--- config.mk ---
export PLATFORM = sky130hd
export DESIGN_NAME = crp_profiler
export DESIGN_NICKNAME = d
export VERILOG_FILES = /design/src/design/crp_pkg.sv /design/src/design/crp_profiler.sv /design/src/design/crp_ratio.sv
export SDC_FILE = /design/constraint.sdc
export NUM_CORES = 2
export LEC_CHECK = 0
export BUFFER_PORTS_ARGS = -buffer_cell sky130_fd_sc_hd__buf_2
export CORE_ASPECT_RATIO = 1.25
export CORE_UTILIZATION = 30
export CTS_BUF_LIST = sky130_fd_sc_hd__clkbuf_16
export CTS_CLUSTER_DIAMETER = 40
export DETAILED_ROUTE_END_ITERATION = 10
export PLACE_DENSITY = 0.46
export SLEW_MARGIN = 10
export SYNTH_ARGS = -nofsm -noshare
export SYNTH_HDL_FRONTEND = slang
export SYNTH_HIERARCHICAL = 1
export SYNTH_SLANG_ARGS = --single-unit
--- constraint.sdc ---
create_clock -name sys_clk -period 47.6 [get_ports sys_clk]
set_clock_uncertainty 0.2 [all_clocks]
set_input_delay 2.38 -clock sys_clk [delete_from_list [all_inputs] [get_ports sys_clk]]
set_output_delay 2.38 -clock sys_clk [all_outputs]
set_load 0.02 [all_outputs]
--- src/design/crp_pkg.sv ---
package crp_pkg;
    // Command and reference width, full scale 255
    localparam int          CRP_DUTY_W       = 8;
    // Duty command source select codes
    localparam logic [1:0]  CRP_SRC_DIGITAL  = 2'h2;
    // Profile select codes
    localparam logic [1:0]  CRP_PROF_BYPASS  = 2'h0;
    localparam logic [1:0]  CRP_PROF_LINEAR  = 2'h1;
    localparam logic [1:0]  CRP_PROF_STAIR   = 2'h2;
    localparam logic [1:0]  CRP_PROF_FWDREV  = 2'h3;
    // Control loop mode codes
    localparam logic [1:0]  CRP_MODE_SPEED   = 2'h0;
    localparam logic [1:0]  CRP_MODE_POWER   = 2'h1;
    localparam logic [1:0]  CRP_MODE_CURRENT = 2'h2;
    localparam logic [1:0]  CRP_MODE_VOLTAGE = 2'h3;
    // Divisor of the scaling step
    localparam logic [7:0]  CRP_REF_FULL     = 8'hFF;
    // Smallest level at or above 1 percent of 255
    localparam logic [7:0]  CRP_MIN_LEVEL    = 8'h03;
    // Full modulation index on the target output
    localparam logic [15:0] CRP_MOD_FULL     = 16'hFFFF;
    // Reset values
    localparam logic [7:0]  CRP_RST_LEVEL    = 8'h00;
    localparam logic [2:0]  CRP_RST_STEP     = 3'h0;
    // Index of the last staircase step (upper clamp)
    localparam logic [2:0]  CRP_TOP_STEP     = 3'h6;
endpackage

--- src/design/crp_profiler.sv ---
`timescale 1ns/100ps
// Function
// Source code 10b selects the digital command
// Profile 00b passes command straight through
// Profile 01b applies linear profile
// Profile 10b applies staircase profile
// Profile 11b applies forward-reverse profile
// Forward-reverse reverses direction at breakpoint C
// Speed target is level/255 times max speed
// Power target is level/255 times max power
// Current target is level/255 times current limit
// Voltage target is level/255 of full index
// Bypass ignores changes below command hysteresis
// Sleep device stops on zero command
// Standby device runs low-off reference on zero
// Low-off region with off/on hysteresis
// Lower clamp reference up to lower breakpoint
// Linear interpolation between successive breakpoints
// Upper clamp reference up to high-off
// High-off region with off/on hysteresis
// Staircase steps at each breakpoint
// Staircase steps use command hysteresis
// Controller programs breakpoints in ascending order
// Forward-reverse ignores direction pin and override
// Level below 1 percent forces stop
// Forward-reverse off between breakpoints B and D
// Outputs change together, no intermediate values
module crp_profiler
    import crp_pkg::*;
#(
    parameter int FS_W = 16
)
(
    // Clock and reset
    input  wire logic                  sys_clk,
    input  wire logic                  nrst,
    // Duty command sources
    input  wire logic [7:0]            duty_pin,
    input  wire logic [7:0]            duty_digital,
    input  wire logic [1:0]            source_sel,
    // Mode selection
    input  wire logic [1:0]            profile_sel,
    input  wire logic [1:0]            ctrl_mode,
    input  wire logic                  sleep_device,
    // Profile thresholds and references
    input  wire logic [7:0]            command_hysteresis,
    input  wire logic [7:0]            low_off_threshold,
    input  wire logic [7:0]            low_on_threshold,
    input  wire logic [7:0]            low_off_reference,
    input  wire logic [7:0]            lower_clamp_breakpoint,
    input  wire logic [7:0]            lower_clamp_reference,
    input  wire logic [4:0][7:0]       bp_duty,
    input  wire logic [4:0][7:0]       bp_ref,
    input  wire logic [7:0]            upper_clamp_breakpoint,
    input  wire logic [7:0]            upper_clamp_reference,
    input  wire logic [7:0]            high_off_threshold,
    input  wire logic [7:0]            high_on_threshold,
    input  wire logic [7:0]            high_off_reference,
    // Full scale values
    input  wire logic [FS_W-1:0]       max_speed,
    input  wire logic [FS_W-1:0]       max_power,
    input  wire logic [FS_W-1:0]       current_full_scale,
    // Direction inputs
    input  wire logic                  dir_pin,
    input  wire logic                  dir_override_en,
    input  wire logic                  dir_override_val,
    // Outputs to the control loops
    output logic      [7:0]            ref_level_q,
    output logic      [FS_W-1:0]       target_ref_q,
    output logic                       direction_q,
    output logic                       motor_stop_q,
    output logic                       ref_update_q
);
    // Selected duty command
    logic [7:0]       duty_sel;
    // Knots: 0 lower clamp, 1..5 A..E, 6 upper clamp
    logic [6:0][7:0]  kd;
    logic [6:0][7:0]  kr;
    // Hysteresis state
    logic             low_off_q;
    logic             high_off_q;
    logic [7:0]       held_q;
    logic [2:0]       step_q;
    // First stage results
    logic [7:0]       ref_x_d;
    logic [7:0]       ref_x_q;
    logic             stop_x_d;
    logic             stop_x_q;
    logic             dir_x_d;
    logic             dir_x_q;
    // Interpolation segment
    logic [7:0]       seg_d0;
    logic [7:0]       seg_d1;
    logic [7:0]       seg_r0;
    logic [7:0]       seg_r1;
    logic [7:0]       seg_span;
    logic [7:0]       seg_y;
    logic [7:0]       lin_ref;
    // Scaling
    logic [FS_W-1:0]  full_scale;
    logic [FS_W-1:0]  scaled;
    // Bypass change size and staircase lower edge
    logic [7:0]       held_diff;
    logic [8:0]       down_edge;

    generate
        if (FS_W < CRP_DUTY_W)
        begin : g_bad_fs
            $error("FS_W must be at least the command width");
        end
    endgenerate

    // digital source select
    assign duty_sel = (source_sel == CRP_SRC_DIGITAL) ? duty_digital : duty_pin;

    assign kd = {upper_clamp_breakpoint, bp_duty, lower_clamp_breakpoint};
    assign kr = {upper_clamp_reference, bp_ref, lower_clamp_reference};

    // low-off hysteresis
    always_ff @(posedge sys_clk or negedge nrst)
    begin
        if (!nrst)
            low_off_q <= 1'b0;
        else if (duty_sel < low_off_threshold)
            low_off_q <= 1'b1;
        else if (duty_sel >= low_on_threshold)
            low_off_q <= 1'b0;
    end

    // high-off hysteresis
    always_ff @(posedge sys_clk or negedge nrst)
    begin
        if (!nrst)
            high_off_q <= 1'b0;
        else if (duty_sel > high_off_threshold)
            high_off_q <= 1'b1;
        else if (duty_sel < high_on_threshold)
            high_off_q <= 1'b0;
    end

    // Size of change from the held command
    assign held_diff = (duty_sel >= held_q) ? duty_sel - held_q : held_q - duty_sel;

    // bypass command follows only changes of at least the hysteresis
    always_ff @(posedge sys_clk or negedge nrst)
    begin
        if (!nrst)
            held_q <= CRP_RST_LEVEL;
        else if (held_diff >= command_hysteresis)
            held_q <= duty_sel;
    end

    // Command raised by the hysteresis, compared with the breakpoint below the current step
    assign down_edge = {1'b0, duty_sel} + {1'b0, command_hysteresis};

    // one step per cycle toward the command
    always_ff @(posedge sys_clk or negedge nrst)
    begin
        if (!nrst)
            step_q <= CRP_RST_STEP;
        else if (step_q != CRP_TOP_STEP && duty_sel > kd[step_q])
            step_q <= step_q + 3'h1;
        // step down only at or below the edge less hysteresis
        else if (step_q != CRP_RST_STEP && down_edge <= {1'b0, kd[step_q - 3'h1]})
            step_q <= step_q - 3'h1;
    end

    // Segment choice for the interpolator
    always_comb
    begin
        seg_d0 = kd[0];
        seg_d1 = kd[1];
        seg_r0 = kr[0];
        seg_r1 = kr[1];
        if (profile_sel == CRP_PROF_FWDREV)
        begin
            // Reverse ramp runs from reference D to the upper clamp
            if (duty_sel > kd[1])
            begin
                seg_d0 = kd[5];
                seg_d1 = kd[6];
                seg_r0 = kr[4];
                seg_r1 = kr[6];
            end
        end
        else
        begin
            // segment whose lower knot lies below the command
            for (int i = 1; i < 6; i++)
            begin
                if (duty_sel > kd[i])
                begin
                    seg_d0 = kd[i];
                    seg_d1 = kd[i+1];
                    seg_r0 = kr[i];
                    seg_r1 = kr[i+1];
                end
            end
        end
    end

    assign seg_span = seg_d1 - seg_d0;

    // Fraction of the reference change across the segment
    crp_ratio #(
        .AW (8),
        .BW (8)
    ) u_interp (
        .a (seg_r1 >= seg_r0 ? seg_r1 - seg_r0 : seg_r0 - seg_r1),
        .b (duty_sel - seg_d0),
        .c (seg_span),
        .y (seg_y)
    );

    // interpolated level, rising or falling
    assign lin_ref = (seg_r1 >= seg_r0) ? seg_r0 + seg_y : seg_r0 - seg_y;

    // Profile level, stop and direction
    always_comb
    begin
        ref_x_d = lin_ref;
        stop_x_d = 1'b0;
        dir_x_d = dir_override_en ? dir_override_val : dir_pin;
        unique case (profile_sel)
            // held command used as the level
            CRP_PROF_BYPASS:
            begin
                ref_x_d = held_q;
            end
            // linear profile
            CRP_PROF_LINEAR:
            begin
                // lower clamp hold
                if (duty_sel <= kd[0])
                    ref_x_d = kr[0];
                // upper clamp hold
                else if (duty_sel > kd[6])
                    ref_x_d = kr[6];
            end
            // staircase level from the step index
            CRP_PROF_STAIR:
            begin
                ref_x_d = kr[step_q];
            end
            // forward-reverse profile
            CRP_PROF_FWDREV:
            begin
                // direction from the command alone
                // reverse from breakpoint C upward
                dir_x_d = (duty_sel < kd[3]);
                if (duty_sel <= kd[0])
                    ref_x_d = kr[0];
                else if (duty_sel <= kd[1])
                    ref_x_d = lin_ref;
                else if (duty_sel <= kd[2])
                    ref_x_d = kr[1];
                // off between B and D
                else if (duty_sel <= kd[4])
                begin
                    ref_x_d = CRP_RST_LEVEL;
                    stop_x_d = 1'b1;
                end
                else if (duty_sel <= kd[5])
                    ref_x_d = kr[4];
                else if (duty_sel > kd[6])
                    ref_x_d = kr[6];
            end
        endcase
        if (profile_sel != CRP_PROF_BYPASS)
        begin
            // low-off reference
            if (low_off_q)
                ref_x_d = low_off_reference;
            // high-off reference
            if (high_off_q)
                ref_x_d = high_off_reference;
            if (duty_sel == CRP_RST_LEVEL)
            begin
                // sleep device stops, R13: standby runs low-off level
                ref_x_d = sleep_device ? CRP_RST_LEVEL : low_off_reference;
            end
        end
        // below 1 percent clamps to zero and stops
        if (ref_x_d < CRP_MIN_LEVEL)
        begin
            ref_x_d = CRP_RST_LEVEL;
            stop_x_d = 1'b1;
        end
    end

    // First stage register
    always_ff @(posedge sys_clk or negedge nrst)
    begin
        if (!nrst)
        begin
            ref_x_q <= CRP_RST_LEVEL;
            stop_x_q <= 1'b1;
            dir_x_q <= 1'b1;
        end
        else
        begin
            ref_x_q <= ref_x_d;
            stop_x_q <= stop_x_d;
            dir_x_q <= dir_x_d;
        end
    end

    // Full scale by control mode
    always_comb
    begin
        unique case (ctrl_mode)
            // speed
            CRP_MODE_SPEED:   full_scale = max_speed;
            // power
            CRP_MODE_POWER:   full_scale = max_power;
            // current
            CRP_MODE_CURRENT: full_scale = current_full_scale;
            // modulation index
            CRP_MODE_VOLTAGE: full_scale = FS_W'(CRP_MOD_FULL);
        endcase
    end

    // Level over 255 times full scale
    crp_ratio #(
        .AW (FS_W),
        .BW (8)
    ) u_scale (
        .a (full_scale),
        .b (ref_x_q),
        .c (CRP_REF_FULL),
        .y (scaled)
    );

    // all outputs load on the same edge
    always_ff @(posedge sys_clk or negedge nrst)
    begin
        if (!nrst)
        begin
            ref_level_q <= CRP_RST_LEVEL;
            target_ref_q <= '0;
            direction_q <= 1'b1;
            motor_stop_q <= 1'b1;
            ref_update_q <= 1'b0;
        end
        else
        begin
            ref_level_q <= ref_x_q;
            target_ref_q <= stop_x_q ? '0 : scaled;
            direction_q <= dir_x_q;
            motor_stop_q <= stop_x_q;
            ref_update_q <= (ref_x_q != ref_level_q) || (stop_x_q != motor_stop_q);
        end
    end
endmodule

--- src/design/crp_ratio.sv ---
`timescale 1ns/100ps
// Unsigned y = a * b / c, zero when c is zero; y never exceeds a when b <= c
module crp_ratio
    import crp_pkg::*;
#(
    parameter int AW = 16,
    parameter int BW = 8
)
(
    // Operands
    input  wire logic [AW-1:0] a,
    input  wire logic [BW-1:0] b,
    input  wire logic [BW-1:0] c,
    // Result
    output logic      [AW-1:0] y
);
    // Full width product
    logic [AW+BW-1:0] prod;

    generate
        if (AW < 1 || BW < 1)
        begin : g_bad
            $error("crp_ratio widths must be positive");
        end
    endgenerate

    // Product and quotient, cut back to the result width
    always_comb
    begin
        prod = a * b;
        if (c == '0)
        begin
            y = '0;
        end
        else
        begin
            y = AW'(prod / (AW+BW)'(c));
        end
    end
endmodule

==> summary.txt <==
Synth
  – FF+latch count, synth: 50
  – Synth warn: 6
  – Synth Area per Inst: 7.56 µm²
  – EDFF count, synth: 0
  – Cells after synthesis: 4,473
  – Async S/R FF share, synth: 100%
  – Most common flop cell mapped by yosys: dfrtp_1
  – Synthesized cell area: 33,800 µm²
  – Post-synthesis sequential area ratio: 3.71%
  – Unique masters post-synth: 129

Setup path
  – Worst path slowest cell: fa_1
  – Most used cell, CP: o21a_1
  – Worst-path fanout max: 10
  – Startpoint Class: primary input
  – Worst EP arrival: 46,310 ps
  – CP delay by family, top: compound AO/OA/AOI/OAI gates
  – Max incr delay on CP: 550 ps
  – CP bufs+invs: 16
  – Crit end category: flop
  – Critical path class: primary input to flop
  – Data required, critical path: 47,610 ps

Placed design
  – Final Wtd Congestion: 0.988
  – Dpl hpwl: 113,000 µm
  – PortBufs: 270

Route
  – Metal2 WL: 68,300 µm
  – Vias after detailed routing: 36,100
  – Routed Antenna Nets: 0
  – M1 WL: 57,000 µm
  – Via density: 5.58
  – Iteration-0 DRC Markers: 2,379
  – Top Metal Used: met5
  – Drt wl/cell: 21.3 µm
  – Final WL: 138,000 µm
  – First-pass iteration count of the detailed router: 6
  – Met3 WL: 6820 µm
  – DR DRC count: 0

CTS
  – Clk root buf: clkbuf_16
  – Hold_buf cts: 0
  – CTS Sinks: 50
  – Worst-skew pair later-pin latency: 350 ps
  – Clock transition at path regs: 100 ps
  – TritonCTS clock tree: done
  – Maximum clock path buffer count: 2
  – H-tree Lvls: 2
  – Total CTS buffers: 5

Final layout
  – Share of cells above drive strength 1: 21.0%
  – Area grow syn2layout: 20.0%
  – Finished Core Util: 36.4%
  – Nets: 5,912

STA
  – Fin crit share: 97.3%
  – Pins over their slew limit: 16
  – Fin. Hold Viols: 0
  – Worst-Margin Slew: 2210 ps
  – Fmax: 21.6 MHz
  – Number of setup violations in the final report: 0
  – Unrepaired setup endpoints after global routing: true
  – Tmin final: 46,300 ps
  – Rel. slew slack: -48.5%

Global routing
  – Initial antenna violation count: 8
  – Gr ovfl total: 0
  – Total GRT Usage: 23.4%
  – Vias in the first global route: 35,200
  – Pin count of the biggest net entering global routing: 51
  – Global-route wire length before repair: 208,000 µm

Die
  – Die Wd: 302 µm
  – Initial core utilization: 30.3%
  – Core ar.: 112,000 µm²
  – Ports: 271
  – Core Rows: 137
  – Die area: 114,000 µm²
  – Die height: 377 µm

Flow run
  – Max_cap viols: 0

Min path
  – Hold WC Path Type: flop to flop

Status
  – Failing checks: max-slew violations
  – Status: finished, violations left
[placed cells by master, fill, tap and decap left out, drive strengths merged, types with 24 or more instances in the layout]
master    n
and2    194
inv     338
o211ai   62
and3     27
o31ai    69
nor3    209
mux4     24
a21o    113
or2      40
a311oi   35
mux2i    67
a21boi   24
nor4     26
conb     35
a211oi   71
fa      128
mux2     92
nor2    339
a21oi   283
nand2   388
nand4    43
xnor2   113
a31oi    53
ha      520
nand3    60
nor2b    64
dfrtp    46
buf     645
o21ai   213
o21a    163
xor2     81
nand2b   48
or3      43
[per-stage QoR]
step | TNS [ps] | hold slack, ps | area, µm² | setup WS [ps] | std cells
6_report | 0 | 161 | 40600 | 1300 | 6482
5_1_grt | -1430 | 168 | 40600 | -1410 | 6482
4_1_cts | 0 | 161 | 39600 | 12.8 | 6427
3_5_place_dp | -490 | 147 | 39400 | -490 | 6418
3_3_place_gp | 0 | 154 | 39400 | 410 | 6418
2_1_floorplan | -832 | 145 | 34700 | -832 | 4507
[synthesized netlist by cell type (52+ instances only)]
master	instances	area share [%]
nand3_1	60	0.89
o21ai_0	180	2.7
a211oi_1	62	1.4
ha_1	520	19
fa_1	128	7.6
a21o_1	113	2.5
xor2_1	81	2.1
mux2i_1	64	1.9
nor2_1	336	3.7
and2_1	193	3.6
xnor2_1	112	2.9
o21a_1	162	3.6
nor3_1	199	2.9
nand2_1	387	4.3
clkbuf_1	106	1.2
o31ai_1	66	1.5
a31oi_1	52	0.96
o211ai_1	57	1.3
mux2_2	88	2.9
nor2b_1	64	1.2
inv_1	333	3.7
a21oi_1	277	4.1
[cell type report]
class | instances | area, µm²
Inverter | 337 | 1260
Fill cell | 11900 | 71000
Multi-Input combinational cell | 3979 | 31800
Antenna cell | 2 | 5.00
Clock inverter | 3 | 22.5
Timing Repair Buffer | 647 | 4260
Sequential cell | 50 | 1260
Clock buffer | 5 | 125
Tap cell | 1459 | 1830
[sequential cells by signal, indices dropped and copies added, names as in the netlist]
signal        cells
dir_x_q           1
direction_q       1
held_q            8
high_off_q        1
low_off_q         1
motor_stop_q      1
ref_level_q       8
ref_update_q      1
ref_x_q           8
step_q            3
stop_x_q          1
target_ref_q     16
[worst paths after layout]
path	start	end	slack [ps]	cells after the start
setup / recovery	ctrl_mode[1]	target_ref_q[0]$_DFF_PN0_	1300	243
hold / removal	dir_x_q$_DFF_PN1_	direction_q$_DFF_PN1_	160	0
setup reg to reg	ref_x_q[7]$_DFF_PN0_	target_ref_q[0]$_DFF_PN0_	3230	240
hold reg to reg	dir_x_q$_DFF_PN1_	direction_q$_DFF_PN1_	160	0
max in group asynchronous	nrst	step_q[1]$_DFFE_PN0P_	44420	2
min in group asynchronous	nrst	low_off_q$_DFFE_PN0P_	1690	1
[cells by family (layout without fill, tap and decap cells)]
kind of cell | after synthesis | count (layout) | synth area share [%]
other | 1 | 37 | 0.0111
XOR/XNOR | 194 | 194 | 5.05
flip-flops | 50 | 50 | 3.71
AO/OA/AOI/OAI | 1377 | 1378 | 28.9
AND/OR/NAND/NOR | 1537 | 1539 | 23.1
buffers and inverters | 481 | 992 | 5.61
adder cells (fa/ha/maj) | 650 | 650 | 26.9
multiplexers | 183 | 183 | 6.77
[repair_timing]
action                                  4_1_cts  5_1_grt
pin swaps                                     1       78
setup buffers                                 1       48
endpoints found under the hold margin         0        0
endpoints found under the setup margin        1       11
gates resized for setup                       2      124
cloned                                        0        5
[per-layer routing]
| metal | vias up | GRT usage, % |
|---|---|---|
| met2 | 1050 | 41.8 |
| met5 | - | 0 |
| met4 | 2 | 8.57 |
| met1 | 17200 | 28.3 |
| met3 | 221 | 2.94 |
| li1 | 17600 | - |
[worst reg2reg max path, delay by kind of cell (launching register included)]
| kind | cells | cell delay [ps] |
|---|---|---|
| and+or+nand+nor | 62 | 9740 |
| muxes | 11 | 2440 |
| DFF | 1 | 840 |
| adders and majority gates | 22 | 7350 |
| buffers and inverters | 15 | 1360 |
| AOI/OAI and AO/OA | 129 | 22100 |
| xor gates and xnor gates | 1 | 150 |
Power is not shown: default switching activity piles up to over one toggle a cycle in this logic, so the estimate is an artifact.
